## src/include/trrs_pkg.sv

```systemverilog
// constants, types and report table for the timing receiver report scheduler
// assumes a 10 MHz system clock and an apb master with 8-bit byte addresses
package trrs_pkg;

  ////////////////////////////////////////////////////////////////////////////
  // framing bytes and extended packet identifiers
  localparam logic [7:0] DLE = 8'h10;
  localparam logic [7:0] ETX = 8'h03;
  localparam logic [7:0] ID_EXT_CMD = 8'h8E;
  localparam logic [7:0] ID_EXT_RPT = 8'h8F;
  localparam logic [7:0] SUB_TIM1 = 8'hAB;
  localparam logic [7:0] SUB_TIM2 = 8'hAC;

  ////////////////////////////////////////////////////////////////////////////
  // report slots; a lower index is sent first
  localparam int NS = 28;
  localparam int S_VER = 0;
  localparam int S_P41 = 1;
  localparam int S_P42 = 2;
  localparam int S_P43 = 3;
  localparam int S_P4A = 4;
  localparam int S_P56 = 5;
  localparam int S_P83 = 6;
  localparam int S_P84 = 7;
  localparam int S_P47 = 8;
  localparam int S_P6C = 9;
  localparam int S_P5A = 10;
  localparam int S_P57 = 11;
  localparam int S_P46 = 12;
  localparam int S_P4B = 13;
  localparam int S_P55 = 14;
  localparam int S_P30 = 15;
  localparam int S_P58 = 16;
  localparam int S_P59 = 17;
  localparam int S_P5D = 18;
  localparam int S_P7B = 19;
  localparam int S_P1C = 20;
  localparam int S_PBB = 21;
  localparam int S_PBC = 22;
  localparam int S_P4E = 23;
  localparam int S_P13 = 24;
  localparam int S_TM1 = 25;
  localparam int S_TM2 = 26;
  localparam int S_EXT = 27;
  localparam logic [7:0] SLOT_ID [NS] = '{
    8'h45, 8'h41, 8'h42, 8'h43, 8'h4A, 8'h56, 8'h83, 8'h84, 8'h47, 8'h6C,
    8'h5A, 8'h57, 8'h46, 8'h4B, 8'h55, 8'h30, 8'h58, 8'h59, 8'h5D, 8'h7B,
    8'h1C, 8'hBB, 8'hBC, 8'h4E, 8'h13, 8'h8F, 8'h8F, 8'h8F};

  ////////////////////////////////////////////////////////////////////////////
  // version report payload bytes 1..10, values arbitrary
  localparam int VER_LEN = 10;
  localparam logic [7:0] VER_BYTE [VER_LEN] = '{
    8'h01, 8'h00, 8'h01, 8'h01, 8'h18, 8'h02, 8'h00, 8'h01, 8'h01, 8'h18};

  ////////////////////////////////////////////////////////////////////////////
  // command identifiers
  localparam logic [7:0] C_HWVER = 8'h1C;
  localparam logic [7:0] C_RESET = 8'h1E;
  localparam logic [7:0] C_SWVER = 8'h1F;
  localparam logic [7:0] C_TIME = 8'h21;
  localparam logic [7:0] C_SVSEL = 8'h24;
  localparam logic [7:0] C_HEALTH = 8'h26;
  localparam logic [7:0] C_SIG = 8'h27;
  localparam logic [7:0] C_SETTIME = 8'h2E;
  localparam logic [7:0] C_ROLL = 8'h30;
  localparam logic [7:0] C_POSXYZ = 8'h31;
  localparam logic [7:0] C_POSLLA = 8'h32;
  localparam logic [7:0] C_IOOPT = 8'h35;
  localparam logic [7:0] C_LASTFIX = 8'h37;
  localparam logic [7:0] C_SYSDATA = 8'h38;
  localparam logic [7:0] C_SVEN = 8'h39;
  localparam logic [7:0] C_RAW = 8'h3A;
  localparam logic [7:0] C_TRACK = 8'h3C;
  localparam logic [7:0] C_INTERVAL = 8'h7A;
  localparam logic [7:0] C_RXCFG = 8'hBB;
  localparam logic [7:0] C_PORTCFG = 8'hBC;

  ////////////////////////////////////////////////////////////////////////////
  // apb register map and reset values
  localparam logic [7:0] OFS_MASK = 8'h00;
  localparam logic [7:0] OFS_OPT = 8'h04;
  localparam logic [7:0] OFS_STAT = 8'h08;
  localparam logic [7:0] OFS_PEND = 8'h0C;
  localparam logic [7:0] RST_MASK = 8'h05;
  localparam logic [31:0] RST_OPT = 32'h0800_0212;
  // broadcast mask bits
  localparam int MB_TIM1 = 0;
  localparam int MB_TIM2 = 2;
  localparam int MB_AUTO = 6;
  // option bits: [7:0] position, [15:8] velocity, [31:24] auxiliary
  localparam int PO_ECEF = 0;
  localparam int PO_LLA = 1;
  localparam int PO_DBL = 4;
  localparam int VO_ECEF = 8;
  localparam int VO_ENU = 9;
  localparam int AO_RAW = 24;

  ////////////////////////////////////////////////////////////////////////////
  // timing
  localparam int CLK_HZ = 10_000_000;
  localparam int QUIET_S = 10;
  localparam int SEC_S = 1;
  localparam int QUIET_CYC = CLK_HZ * QUIET_S;
  localparam int SEC_CYC = CLK_HZ * SEC_S;
  localparam int CNT_W = 27;

  ////////////////////////////////////////////////////////////////////////////
  // types
  typedef struct packed {
    logic [7:0] id;
    logic [7:0] sub;
  } trrs_cmd_type;

  typedef enum logic [4:0] {
    R_HUNT = 5'b00001,
    R_DLE = 5'b00010,
    R_BODY = 5'b00100,
    R_BDLE = 5'b01000,
    R_DROP = 5'b10000
  } trrs_rx_type;

  typedef enum logic [5:0] {
    T_IDLE = 6'b000001,
    T_SOF = 6'b000010,
    T_BODY = 6'b000100,
    T_STUF = 6'b001000,
    T_EOF = 6'b010000,
    T_ETX = 6'b100000
  } trrs_tx_type;

endpackage

```

## src/verilog/trrs_sched.sv

```systemverilog
// report scheduler and command dispatcher for the serial packet port
// assumes a byte-wide receive/transmit uart outside, apb master for control
//
// What this block does
// - fix completion broadcasts gated position/velocity reports
// - double-precision cartesian position sent on gated fixes with PO_ECEF and PO_DBL set
// - satellite list, signal levels each second, mask-gated
// - new measurements broadcast raw report when enabled
// - timing reports each second by mask bits
// - version report sent after every reset
// - version bytes 0-5: id, application version, date
// - version bytes 6-10: core revision and date
// - reset command resets then versions; version request answered
// - last fix request answers fix info plus enabled
// - accurate position loads get no response
// - rollover date command echoed with same identifier
// - satellite selection and signal level requests answered
// - raw measurement and tracking status requests answered
// - system data load/request answered with acknowledge
// - satellite enable/health command answered with status
// - interval and mask command answered with response
// - time, health, i/o option requests answered
// - extended commands answered with same subcode report
// - frames are start, id, stuffed data, end
// - multi-byte fields travel most significant first
// - commands ignored during power-up quiet time
`timescale 1ns/1ps
module trrs_sched
  import trrs_pkg::*;
#(
  parameter int QUIET_CYCLES = QUIET_CYC,
  parameter int SEC_CYCLES = SEC_CYC
)
(
  input wire logic clk_sys,
  input wire logic rst_b,
  input wire logic psel,
  input wire logic penable,
  input wire logic pwrite,
  input wire logic [7:0] paddr,
  input wire logic [31:0] pwdata,
  output logic [31:0] prdata,
  output logic pready,
  output logic pslverr,
  input wire logic rx_valid,
  input wire logic [7:0] rx_byte,
  input wire logic fix_done,
  input wire logic meas_new,
  output logic [7:0] tx_data,
  output logic tx_valid,
  input wire logic tx_ready,
  output logic sw_reset_req,
  output logic [7:0] sw_reset_kind
);

  ////////////////////////////////////////////////////////////////////////////
  // helpers
  function automatic logic [NS-1:0] fix_rpts(input logic [31:0] opt);
    fix_rpts = '0;
    fix_rpts[S_P42] = opt[PO_ECEF];
    fix_rpts[S_P83] = opt[PO_ECEF] & opt[PO_DBL];
    fix_rpts[S_P4A] = opt[PO_LLA];
    fix_rpts[S_P84] = opt[PO_LLA] & opt[PO_DBL];
    fix_rpts[S_P43] = opt[VO_ECEF];
    fix_rpts[S_P56] = opt[VO_ENU];
  endfunction

  function automatic logic [4:0] first_one(input logic [NS-1:0] v);
    first_one = '0;
    for (int i = NS - 1; i >= 0; i--)
    begin
      if (v[i])
        first_one = 5'(i);
    end
  endfunction

  logic [7:0] mask_ff;
  logic [31:0] opt_ff;
  logic [NS-1:0] pend_ff;
  logic quiet_ff;
  logic [CNT_W-1:0] quiet_cnt_ff;
  logic [CNT_W-1:0] sec_cnt_ff;
  logic sec_tick_ff;
  trrs_rx_type rx_st_ff;
  trrs_cmd_type cmd_ff;
  logic got_sub_ff;
  logic cmd_done_ff;
  trrs_tx_type tx_st_ff;
  logic [4:0] slot_ff;
  logic [7:0] tsub_ff;
  logic [3:0] idx_ff;
  logic [7:0] ext_sub_ff;
  logic pready_ff;
  logic pslverr_ff;
  logic [31:0] prdata_ff;
  logic tx_valid_ff;
  logic [7:0] tx_data_ff;
  logic sw_reset_req_ff;
  logic [7:0] sw_reset_kind_ff;
  logic [NS-1:0] set_v;
  logic [NS-1:0] clr_v;
  logic cmd_go;
  logic rst_cmd;
  logic apb_acc;
  logic tx_take;

  assign prdata = prdata_ff;
  assign pready = pready_ff;
  assign pslverr = pslverr_ff;
  assign tx_valid = tx_valid_ff;
  assign tx_data = tx_data_ff;
  assign sw_reset_req = sw_reset_req_ff;
  assign sw_reset_kind = sw_reset_kind_ff;

  ////////////////////////////////////////////////////////////////////////////
  // apb slave: one wait state, so pready comes from a flop
  assign apb_acc = psel & penable & pready_ff;

  always_ff @(posedge clk_sys)
  begin
    if (!rst_b)
    begin
      pready_ff <= 1'b0;
      pslverr_ff <= 1'b0;
      prdata_ff <= '0;
    end
    else
    begin
      pready_ff <= psel & penable & ~pready_ff;
      pslverr_ff <= 1'b0;
      prdata_ff <= '0;
      if (psel & penable & ~pready_ff)
      begin
        unique case (paddr)
          OFS_MASK: prdata_ff <= {24'h0, mask_ff};
          OFS_OPT: prdata_ff <= opt_ff;
          OFS_STAT: prdata_ff <= {24'h0, ext_sub_ff[6:0], quiet_ff};
          OFS_PEND: prdata_ff <= {4'h0, pend_ff};
          default: pslverr_ff <= 1'b1; // unmapped: error, data zero
        endcase
      end
    end
  end

  // software-written settings steer the broadcast gating
  always_ff @(posedge clk_sys)
  begin
    if (!rst_b)
    begin
      mask_ff <= RST_MASK;
      opt_ff <= RST_OPT;
    end
    else if (apb_acc && pwrite)
    begin
      if (paddr == OFS_MASK)
        mask_ff <= pwdata[7:0];
      if (paddr == OFS_OPT)
        opt_ff <= pwdata;
    end
  end

  ////////////////////////////////////////////////////////////////////////////
  // power-up quiet window and one-second tick
  always_ff @(posedge clk_sys)
  begin
    if (!rst_b)
    begin
      quiet_ff <= 1'b1;
      quiet_cnt_ff <= '0;
    end
    else if (quiet_ff)
    begin
      quiet_cnt_ff <= quiet_cnt_ff + 1'b1;
      if (quiet_cnt_ff == CNT_W'(QUIET_CYCLES - 1))
        quiet_ff <= 1'b0;
    end
  end

  // tick pulse is one cycle wide, so each second queues once
  always_ff @(posedge clk_sys)
  begin
    if (!rst_b)
    begin
      sec_cnt_ff <= '0;
      sec_tick_ff <= 1'b0;
    end
    else
    begin
      sec_tick_ff <= (sec_cnt_ff == CNT_W'(SEC_CYCLES - 1));
      if (sec_cnt_ff == CNT_W'(SEC_CYCLES - 1))
        sec_cnt_ff <= '0;
      else
        sec_cnt_ff <= sec_cnt_ff + 1'b1;
    end
  end

  ////////////////////////////////////////////////////////////////////////////
  // receive deframer: keeps identifier and first unstuffed data byte
  always_ff @(posedge clk_sys)
  begin
    if (!rst_b)
    begin
      rx_st_ff <= R_HUNT;
      cmd_ff <= '0;
      got_sub_ff <= 1'b0;
      cmd_done_ff <= 1'b0;
    end
    else
    begin
      cmd_done_ff <= 1'b0;
      if (rx_valid)
      begin
        unique case (rx_st_ff)
          R_HUNT: if (rx_byte == DLE) rx_st_ff <= R_DLE;
          R_DLE:
          begin
            if (rx_byte == DLE || rx_byte == ETX)
              rx_st_ff <= R_HUNT;
            else
            begin
              cmd_ff <= '{id: rx_byte, sub: 8'h00};
              got_sub_ff <= 1'b0;
              rx_st_ff <= R_BODY;
            end
          end
          R_BODY:
          begin
            if (rx_byte == DLE)
              rx_st_ff <= R_BDLE;
            else if (!got_sub_ff)
            begin
              cmd_ff.sub <= rx_byte;
              got_sub_ff <= 1'b1;
            end
          end
          R_BDLE:
          begin
            if (rx_byte == DLE)
            begin
              rx_st_ff <= R_BODY; // doubled byte is one data byte
              if (!got_sub_ff)
              begin
                cmd_ff.sub <= DLE;
                got_sub_ff <= 1'b1;
              end
            end
            else if (rx_byte == ETX)
            begin
              rx_st_ff <= R_HUNT;
              cmd_done_ff <= 1'b1;
            end
            else
              rx_st_ff <= R_DROP; // lone escape: discard frame
          end
          R_DROP: if (rx_byte == DLE) rx_st_ff <= R_DLE;
        endcase
      end
    end
  end

  // commands finishing inside the quiet window vanish with their data
  assign cmd_go = cmd_done_ff & ~quiet_ff;
  assign rst_cmd = cmd_go && cmd_ff.id == C_RESET;

  ////////////////////////////////////////////////////////////////////////////
  // queue requests: broadcasts gated, explicit requests always answered
  always_comb
  begin
    set_v = '0;
    if (fix_done && mask_ff[MB_AUTO])
      set_v = set_v | fix_rpts(opt_ff);
    if (sec_tick_ff && mask_ff[MB_AUTO])
    begin
      set_v[S_P47] = 1'b1;
      set_v[S_P6C] = 1'b1;
    end
    if (sec_tick_ff)
    begin
      set_v[S_TM1] = mask_ff[MB_TIM1];
      set_v[S_TM2] = mask_ff[MB_TIM2];
    end
    if (meas_new && mask_ff[MB_AUTO] && opt_ff[AO_RAW])
      set_v[S_P5A] = 1'b1;
    if (cmd_go)
    begin
      // request answers bypass mask and options; the last-fix fix reports still follow both
      unique case (cmd_ff.id)
        C_HWVER: set_v[S_P1C] = 1'b1;
        C_RESET: set_v[S_VER] = 1'b1;
        C_SWVER: set_v[S_VER] = 1'b1;
        C_TIME: set_v[S_P41] = 1'b1;
        C_SVSEL: set_v[S_P6C] = 1'b1;
        C_HEALTH:
        begin
          set_v[S_P46] = 1'b1;
          set_v[S_P4B] = 1'b1;
        end
        C_SIG: set_v[S_P47] = 1'b1;
        C_SETTIME: set_v[S_P4E] = 1'b1;
        C_ROLL: set_v[S_P30] = 1'b1;
        C_POSXYZ, C_POSLLA: set_v = set_v;
        C_IOOPT: set_v[S_P55] = 1'b1;
        C_LASTFIX:
        begin
          set_v[S_P57] = 1'b1;
          if (mask_ff[MB_AUTO])
            set_v = set_v | fix_rpts(opt_ff);
        end
        C_SYSDATA: set_v[S_P58] = 1'b1;
        C_SVEN: set_v[S_P59] = 1'b1;
        C_RAW: set_v[S_P5A] = 1'b1;
        C_TRACK: set_v[S_P5D] = 1'b1;
        C_INTERVAL: set_v[S_P7B] = 1'b1;
        C_RXCFG: set_v[S_PBB] = 1'b1;
        C_PORTCFG: set_v[S_PBC] = 1'b1;
        ID_EXT_CMD:
        begin
          if (cmd_ff.sub == SUB_TIM1)
            set_v[S_TM1] = 1'b1;
          else if (cmd_ff.sub == SUB_TIM2)
            set_v[S_TM2] = 1'b1;
          else
            set_v[S_EXT] = 1'b1;
        end
        default: set_v[S_P13] = 1'b1; // unknown identifier
      endcase
    end
  end

  // a set in the same cycle as the launch clear wins; a reset command drops every pending slot but the version
  always_ff @(posedge clk_sys)
  begin
    if (!rst_b)
      pend_ff <= NS'(1) << S_VER;
    else if (rst_cmd)
      pend_ff <= NS'(1) << S_VER;
    else
      pend_ff <= (pend_ff & ~clr_v) | set_v;
  end

  // reset request handed to the core; kind is the command's first data byte
  always_ff @(posedge clk_sys)
  begin
    if (!rst_b)
    begin
      sw_reset_req_ff <= 1'b0;
      sw_reset_kind_ff <= '0;
      ext_sub_ff <= '0;
    end
    else
    begin
      sw_reset_req_ff <= rst_cmd;
      if (rst_cmd)
        sw_reset_kind_ff <= cmd_ff.sub;
      if (cmd_go && cmd_ff.id == ID_EXT_CMD)
        ext_sub_ff <= cmd_ff.sub;
    end
  end

  ////////////////////////////////////////////////////////////////////////////
  // transmit framer; payload bytes are produced most significant first
  function automatic logic [7:0] pay_byte(input logic [4:0] s,
                                          input logic [3:0] i,
                                          input logic [7:0] sub);
    if (i == 4'd0)
      pay_byte = SLOT_ID[s];
    else if (s == 5'(S_VER))
      pay_byte = VER_BYTE[i - 4'd1];
    else
      pay_byte = sub;
  endfunction

  function automatic logic [3:0] pay_len(input logic [4:0] s);
    if (s == 5'(S_VER))
      pay_len = 4'(VER_LEN + 1);
    else if (SLOT_ID[s] == ID_EXT_RPT)
      pay_len = 4'd2;
    else
      pay_len = 4'd1;
  endfunction

  assign tx_take = tx_valid_ff & tx_ready;

  always_comb
  begin
    clr_v = '0;
    if (tx_st_ff == T_IDLE && pend_ff != '0)
      clr_v[first_one(pend_ff)] = 1'b1;
  end

  always_ff @(posedge clk_sys)
  begin
    if (!rst_b)
    begin
      tx_st_ff <= T_IDLE;
      tx_valid_ff <= 1'b0;
      tx_data_ff <= '0;
      slot_ff <= '0;
      tsub_ff <= '0;
      idx_ff <= '0;
    end
    else
    begin
      unique case (tx_st_ff)
        T_IDLE:
        begin
          if (pend_ff != '0)
          begin
            slot_ff <= first_one(pend_ff);
            unique case (first_one(pend_ff))
              5'(S_TM1): tsub_ff <= SUB_TIM1;
              5'(S_TM2): tsub_ff <= SUB_TIM2;
              default: tsub_ff <= ext_sub_ff;
            endcase
            tx_valid_ff <= 1'b1;
            tx_data_ff <= DLE;
            tx_st_ff <= T_SOF;
          end
        end
        T_SOF:
        begin
          if (tx_take)
          begin
            idx_ff <= '0;
            tx_data_ff <= pay_byte(slot_ff, 4'd0, tsub_ff);
            tx_st_ff <= T_BODY;
          end
        end
        T_BODY, T_STUF:
        begin
          if (tx_take)
          begin
            if (tx_st_ff == T_BODY && idx_ff != 4'd0 && tx_data_ff == DLE)
              tx_st_ff <= T_STUF;
            else if (idx_ff + 4'd1 == pay_len(slot_ff))
            begin
              tx_data_ff <= DLE;
              tx_st_ff <= T_EOF;
            end
            else
            begin
              idx_ff <= idx_ff + 4'd1;
              tx_data_ff <= pay_byte(slot_ff, idx_ff + 4'd1, tsub_ff);
              tx_st_ff <= T_BODY;
            end
          end
        end
        T_EOF:
        begin
          if (tx_take)
          begin
            tx_data_ff <= ETX;
            tx_st_ff <= T_ETX;
          end
        end
        T_ETX:
        begin
          if (tx_take)
          begin
            tx_valid_ff <= 1'b0;
            tx_st_ff <= T_IDLE;
          end
        end
      endcase
    end
  end

  ////////////////////////////////////////////////////////////////////////////
  // checks
  property p_ver_reset;
    @(posedge clk_sys) $rose(rst_b) |-> pend_ff[S_VER] && tx_st_ff == T_IDLE;
  endproperty
  a_ver_reset: assert property (p_ver_reset) else $error("no version after reset");

  property p_fix;
    @(posedge clk_sys) disable iff (!rst_b)
      fix_done && mask_ff[MB_AUTO] && opt_ff[PO_LLA] && !rst_cmd |=> pend_ff[S_P4A];
  endproperty
  a_fix: assert property (p_fix) else $error("fix report not queued");

  property p_dbl;
    @(posedge clk_sys) disable iff (!rst_b)
      fix_done && !mask_ff[MB_AUTO] && !(cmd_go && cmd_ff.id == C_LASTFIX)
      |=> !$rose(pend_ff[S_P83]);
  endproperty
  a_dbl: assert property (p_dbl) else $error("masked fix report queued");

  property p_sec;
    @(posedge clk_sys) disable iff (!rst_b)
      sec_tick_ff && mask_ff[MB_AUTO] && !rst_cmd |=> pend_ff[S_P47] && pend_ff[S_P6C];
  endproperty
  a_sec: assert property (p_sec) else $error("second reports missing");

  property p_tim;
    @(posedge clk_sys) disable iff (!rst_b)
      sec_tick_ff && mask_ff[MB_TIM1] && !rst_cmd |=> pend_ff[S_TM1];
  endproperty
  a_tim: assert property (p_tim) else $error("timing report missing");

  property p_quiet;
    @(posedge clk_sys) disable iff (!rst_b) quiet_ff |-> !cmd_go;
  endproperty
  a_quiet: assert property (p_quiet) else $error("command taken while quiet");

  property p_nopos;
    @(posedge clk_sys) disable iff (!rst_b)
      cmd_go && cmd_ff.id == C_POSXYZ && !fix_done && !sec_tick_ff && !meas_new
      |-> set_v == '0;
  endproperty
  a_nopos: assert property (p_nopos) else $error("position load answered");

  property p_frame;
    @(posedge clk_sys) disable iff (!rst_b)
      $rose(tx_valid_ff) |-> tx_data_ff == DLE && tx_st_ff == T_SOF;
  endproperty
  a_frame: assert property (p_frame) else $error("frame start wrong");

  property p_lastfix;
    @(posedge clk_sys) disable iff (!rst_b)
      cmd_go && cmd_ff.id == C_LASTFIX |=> pend_ff[S_P57];
  endproperty
  a_lastfix: assert property (p_lastfix) else $error("fix info not queued");

  c_ver_sent: cover property (@(posedge clk_sys) tx_take && tx_st_ff == T_ETX && slot_ff == 0);
  c_stuff: cover property (@(posedge clk_sys) tx_st_ff == T_STUF);
  c_ext: cover property (@(posedge clk_sys) cmd_go && cmd_ff.id == ID_EXT_CMD);

endmodule

```

## config.mk

```make
export PLATFORM = sky130hd
export DESIGN_NAME = trrs_sched
export DESIGN_NICKNAME = d
export VERILOG_FILES = /design/src/include/trrs_pkg.sv /design/src/verilog/trrs_sched.sv
export SDC_FILE = /design/constraint.sdc
export NUM_CORES = 1
export LEC_CHECK = 0
export ABC_AREA = 1
export BUFFER_PORTS_ARGS = -buffer_cell sky130_fd_sc_hd__buf_4
export CORE_MARGIN = 3
export CORE_UTILIZATION = 54
export DETAILED_ROUTE_END_ITERATION = 7
export HOLD_SLACK_MARGIN = 0.06
export PLACE_DENSITY_LB_ADDON = 0.3
export SLEW_MARGIN = 20
export SYNTH_ARGS = -nofsm -noshare
export SYNTH_HDL_FRONTEND = slang
export SYNTH_SLANG_ARGS = --single-unit
export TNS_END_PERCENT = 100
```

## constraint.sdc

```tcl
create_clock -name clk_sys -period 2.2 [get_ports clk_sys]
set_input_delay 0.22 -clock clk_sys [delete_from_list [all_inputs] [get_ports clk_sys]]
set_output_delay 0.22 -clock clk_sys [all_outputs]
set_load 0.02 [all_outputs]
```

==> results.json <==
{
  "numClockSinks": 230,
  "drt.antenna.violating_nets": 0,
  "dr.first_iter.drc_count": 818,
  "p_switching_mw": 3.262,
  "synth_edf_count": 0,
  "cts_buffers": 25,
  "p_total_mw": 11.10,
  "mostFrequentLayoutCell": "buf_4",
  "postSynth.asyncResetShare": 0,
  "critPathArrivalTime_ns": 2.92,
  "seqPwrFrac": 0.405,
  "pwr-share-clk": 0.367,
  "syn_to_final_growth_pct": 38.28,
  "yosysWarnings": 0,
  "grt_overflow": 0,
  "relSlewSlack": 0.6220,
  "power.density_nw_per_um2": 737.6,
  "worstMarginPinSlew_ns": 0.5627,
  "path_clk_slew_ns": 0.06,
  "cts_buffer_depth": 3,
  "whs_ns": 0.07034,
  "gp_congestion": 0.9710,
  "synth_cell_types": 63,
  "grt_pass1_vias": 10972,
  "maxCapViolations": 0,
  "path_class": "flip-flop to flip-flop",
  "power.internal_mw": 7.834,
  "fmax_mhz": 404.8,
  "clk_latency_ns": 0.53,
  "rows": 51,
  "peakVddDrop_uv": 765.6,
  "grt_max_degree": 45,
  "hold_viol": 0,
  "die_w_um": 147.9,
  "p_sw_frac": 0.2940,
  "crit_required_ns": 2.65,
  "drive_above_1_share": 0.2798,
  "nFillCells": 1404,
  "period_minus_slack_ns": 2.470,
  "cp-start-kind": "flip-flop",
  "pin_count": 109,
  "synth_area_um2": 10880,
  "ys_ff_latch": 230,
  "fin_crit_sh": 1.123,
  "routed_via_density": 5.605,
  "pwr-share-comb": 0.227,
  "synth_ff_type": "dfxtp_1",
  "avgRoutedWirePerCell_um": 15.90,
  "synth_nets": 1585,
  "antenna_found_initial": 1,
  "cts_root_buf": "clkbuf_16",
  "vias": 11726,
  "hpwl_um": 22010,
  "dp_slack_ns": -0.2708,
  "p_leak_nw": 5.937,
  "setup_slack_ns": -0.2701,
  "nets": 1877,
  "post-route-util": 0.7654,
  "layout_common_cells": "buf_4, nand2_1, dfxtp_1, nor2_1, inv_1",
  "setup_violations": 53,
  "grt_pass1_wl_um": 51970,
  "die_area_um2": 21890,
  "ys_seq_area_frac": 0.4232,
  "grt_usage": 0.2827,
  "slew_violations": 0,
  "die_h_um": 147.9,
  "outcome": "finished with violations",
  "synthCells": 1516,
  "cts_tree": "done",
  "dr.pass1.iters": 6,
  "wl_um": 33270,
  "fin_skew_ns": 0.01958,
  "postSynthAreaPerCell_um2": 7.176,
  "htreeDepth": 1,
  "core_area_um2": 19650,
  "rsz0062_at_grt": "yes",
  "remaining_drc_errors": 0,
  "port_buffers": 108,
  "end_kind": "flip-flop",
  "setup-tns-final_ns": -8.547,
  "start_util": 0.5535,
  "hold_class": "input pin to flip-flop",
  "violations": "negative setup slack",
  "crit_fanout": 7
}
-- path summary, 6_finish.rpt --
path	cells after the start	slack, ns	to	startpoint
worst max-delay path	16	-0.27	idx_ff[0]$_SDFFE_PN0P_	slot_ff[1]$_SDFFE_PN0P_
worst min-delay path	3	0.07	sec_cnt_ff[6]$_SDFF_PP0_	rst_b
worst max register to register	16	-0.27	idx_ff[0]$_SDFFE_PN0P_	slot_ff[1]$_SDFFE_PN0P_
worst min register to register	2	0.46	prdata[29]$_SDFF_PN0_	opt_ff[29]$_SDFFE_PN0P_
-- critical path, cell delays in order (launching register included) --
cell	delay, ns
dfxtp_4	0.36
buf_4	0.15
ha_1	0.17
nand2_1	0.10
o21ai_4	0.07
buf_4	0.14
o211ai_1	0.15
nand2_1	0.11
inv_2	0.08
a31oi_1	0.08
o21ai_1	0.16
nand2_1	0.13
a21oi_2	0.21
inv_4	0.10
nor3_4	0.14
o21ai_1	0.10
a21oi_1	0.15
-- synth_stat cells, types with 2 or more instances --
library cell,number,share of area
dfxtp_1,230,0.42
nand4_1,21,0.012
o21ai_1,10,0.0046
or4_1,2,0.0014
o2111ai_1,2,0.0016
nor3b_1,4,0.0028
nor4_4,2,0.0039
a21oi_2,4,0.0032
nor3_1,32,0.015
nand4_2,3,0.0035
nand2_2,5,0.0029
a211oi_1,17,0.012
xor2_1,6,0.0048
or2_2,3,0.0017
nand2_1,273,0.094
nor2_1,202,0.070
nor2_2,9,0.0052
ha_1,12,0.014
o21a_1,4,0.0028
nand3_2,4,0.0037
o21ai_0,110,0.051
clkbuf_1,34,0.012
inv_1,180,0.062
a32oi_1,2,0.0016
o221ai_1,3,0.0024
nor4_2,4,0.0046
nand2_4,3,0.0031
nor3_2,7,0.0064
a21oi_1,135,0.062
nor4_1,22,0.013
o211ai_1,9,0.0062
nand3_1,75,0.035
buf_2,10,0.0046
nor3_4,4,0.0060
inv_2,12,0.0041
o22ai_1,11,0.0063
a31oi_1,11,0.0063
a22oi_1,5,0.0035
a221oi_1,9,0.0072
o31ai_1,2,0.0014
-- kinds of logic after synthesis --
family	synth area share
buf+inv	0.08591
simple gates	0.2912
fa+ha+maj	0.01380
compound gates	0.1802
xor+xnor	0.005636
flops	0.4232
-- power groups by stage --
stage	Clock [mW]	Combinational [mW]	Sequential, mW
2_1_floorplan	0	1.24	4.54
3_3_place_gp	0	1.99	4.56
3_5_place_dp	0	2.02	4.56
4_1_cts	4.09	2.24	4.48
5_1_grt	4.28	2.75	4.52
6_report	4.08	2.52	4.50
-- through the flow --
stage / area [um^2] / instances
after floorplan: 10910 / 1516
after global placement: 12830 / 1967
after detailed placement: 12830 / 1967
after CTS: 14320 / 2074
after global routing: 15040 / 2092
final: 15040 / 2092
-- final cells by class --
class | count | area (um^2) | area share
antenna | 1 | 2.502 | 0.0001663
clock buffer | 38 | 724.4 | 0.04816
clock inverter | 7 | 70.07 | 0.004658
inverter | 195 | 753.2 | 0.05007
multi-input combinational | 1045 | 6035 | 0.4011
sequential | 230 | 4636 | 0.3082
tap | 265 | 331.6 | 0.02204
timing repair buffer | 310 | 2484 | 0.1651
timing repair inverter | 1 | 7.507 | 0.0004990
-- repair_timing --
action                                  CTS  global route
hold buffers                             42             0
endpoints found under the hold margin    57             0
cloned                                    0             1
pin swaps                                13            42
buffers inserted                         20            20
resized for setup                        39           153
endpoints found under the setup margin   48            78
-- per-layer routing --
layer	GRT usage	vias up	wire (um)
li1	-	5672	-
met1	0.3502	5418	13400
met2	0.4928	511	16390
met3	0.04752	125	2244
met4	0.1109	0	1233
met5	0	-	0
-- state kept, by name, summed over array words and instances, names as in the netlist, 16 cells and up --
name          flops
prdata           32
pend_ff          28
cmd_ff           16
quiet_cnt_ff     27
sec_cnt_ff       27
opt_ff           32
Power figures use the tool's default switching activity.
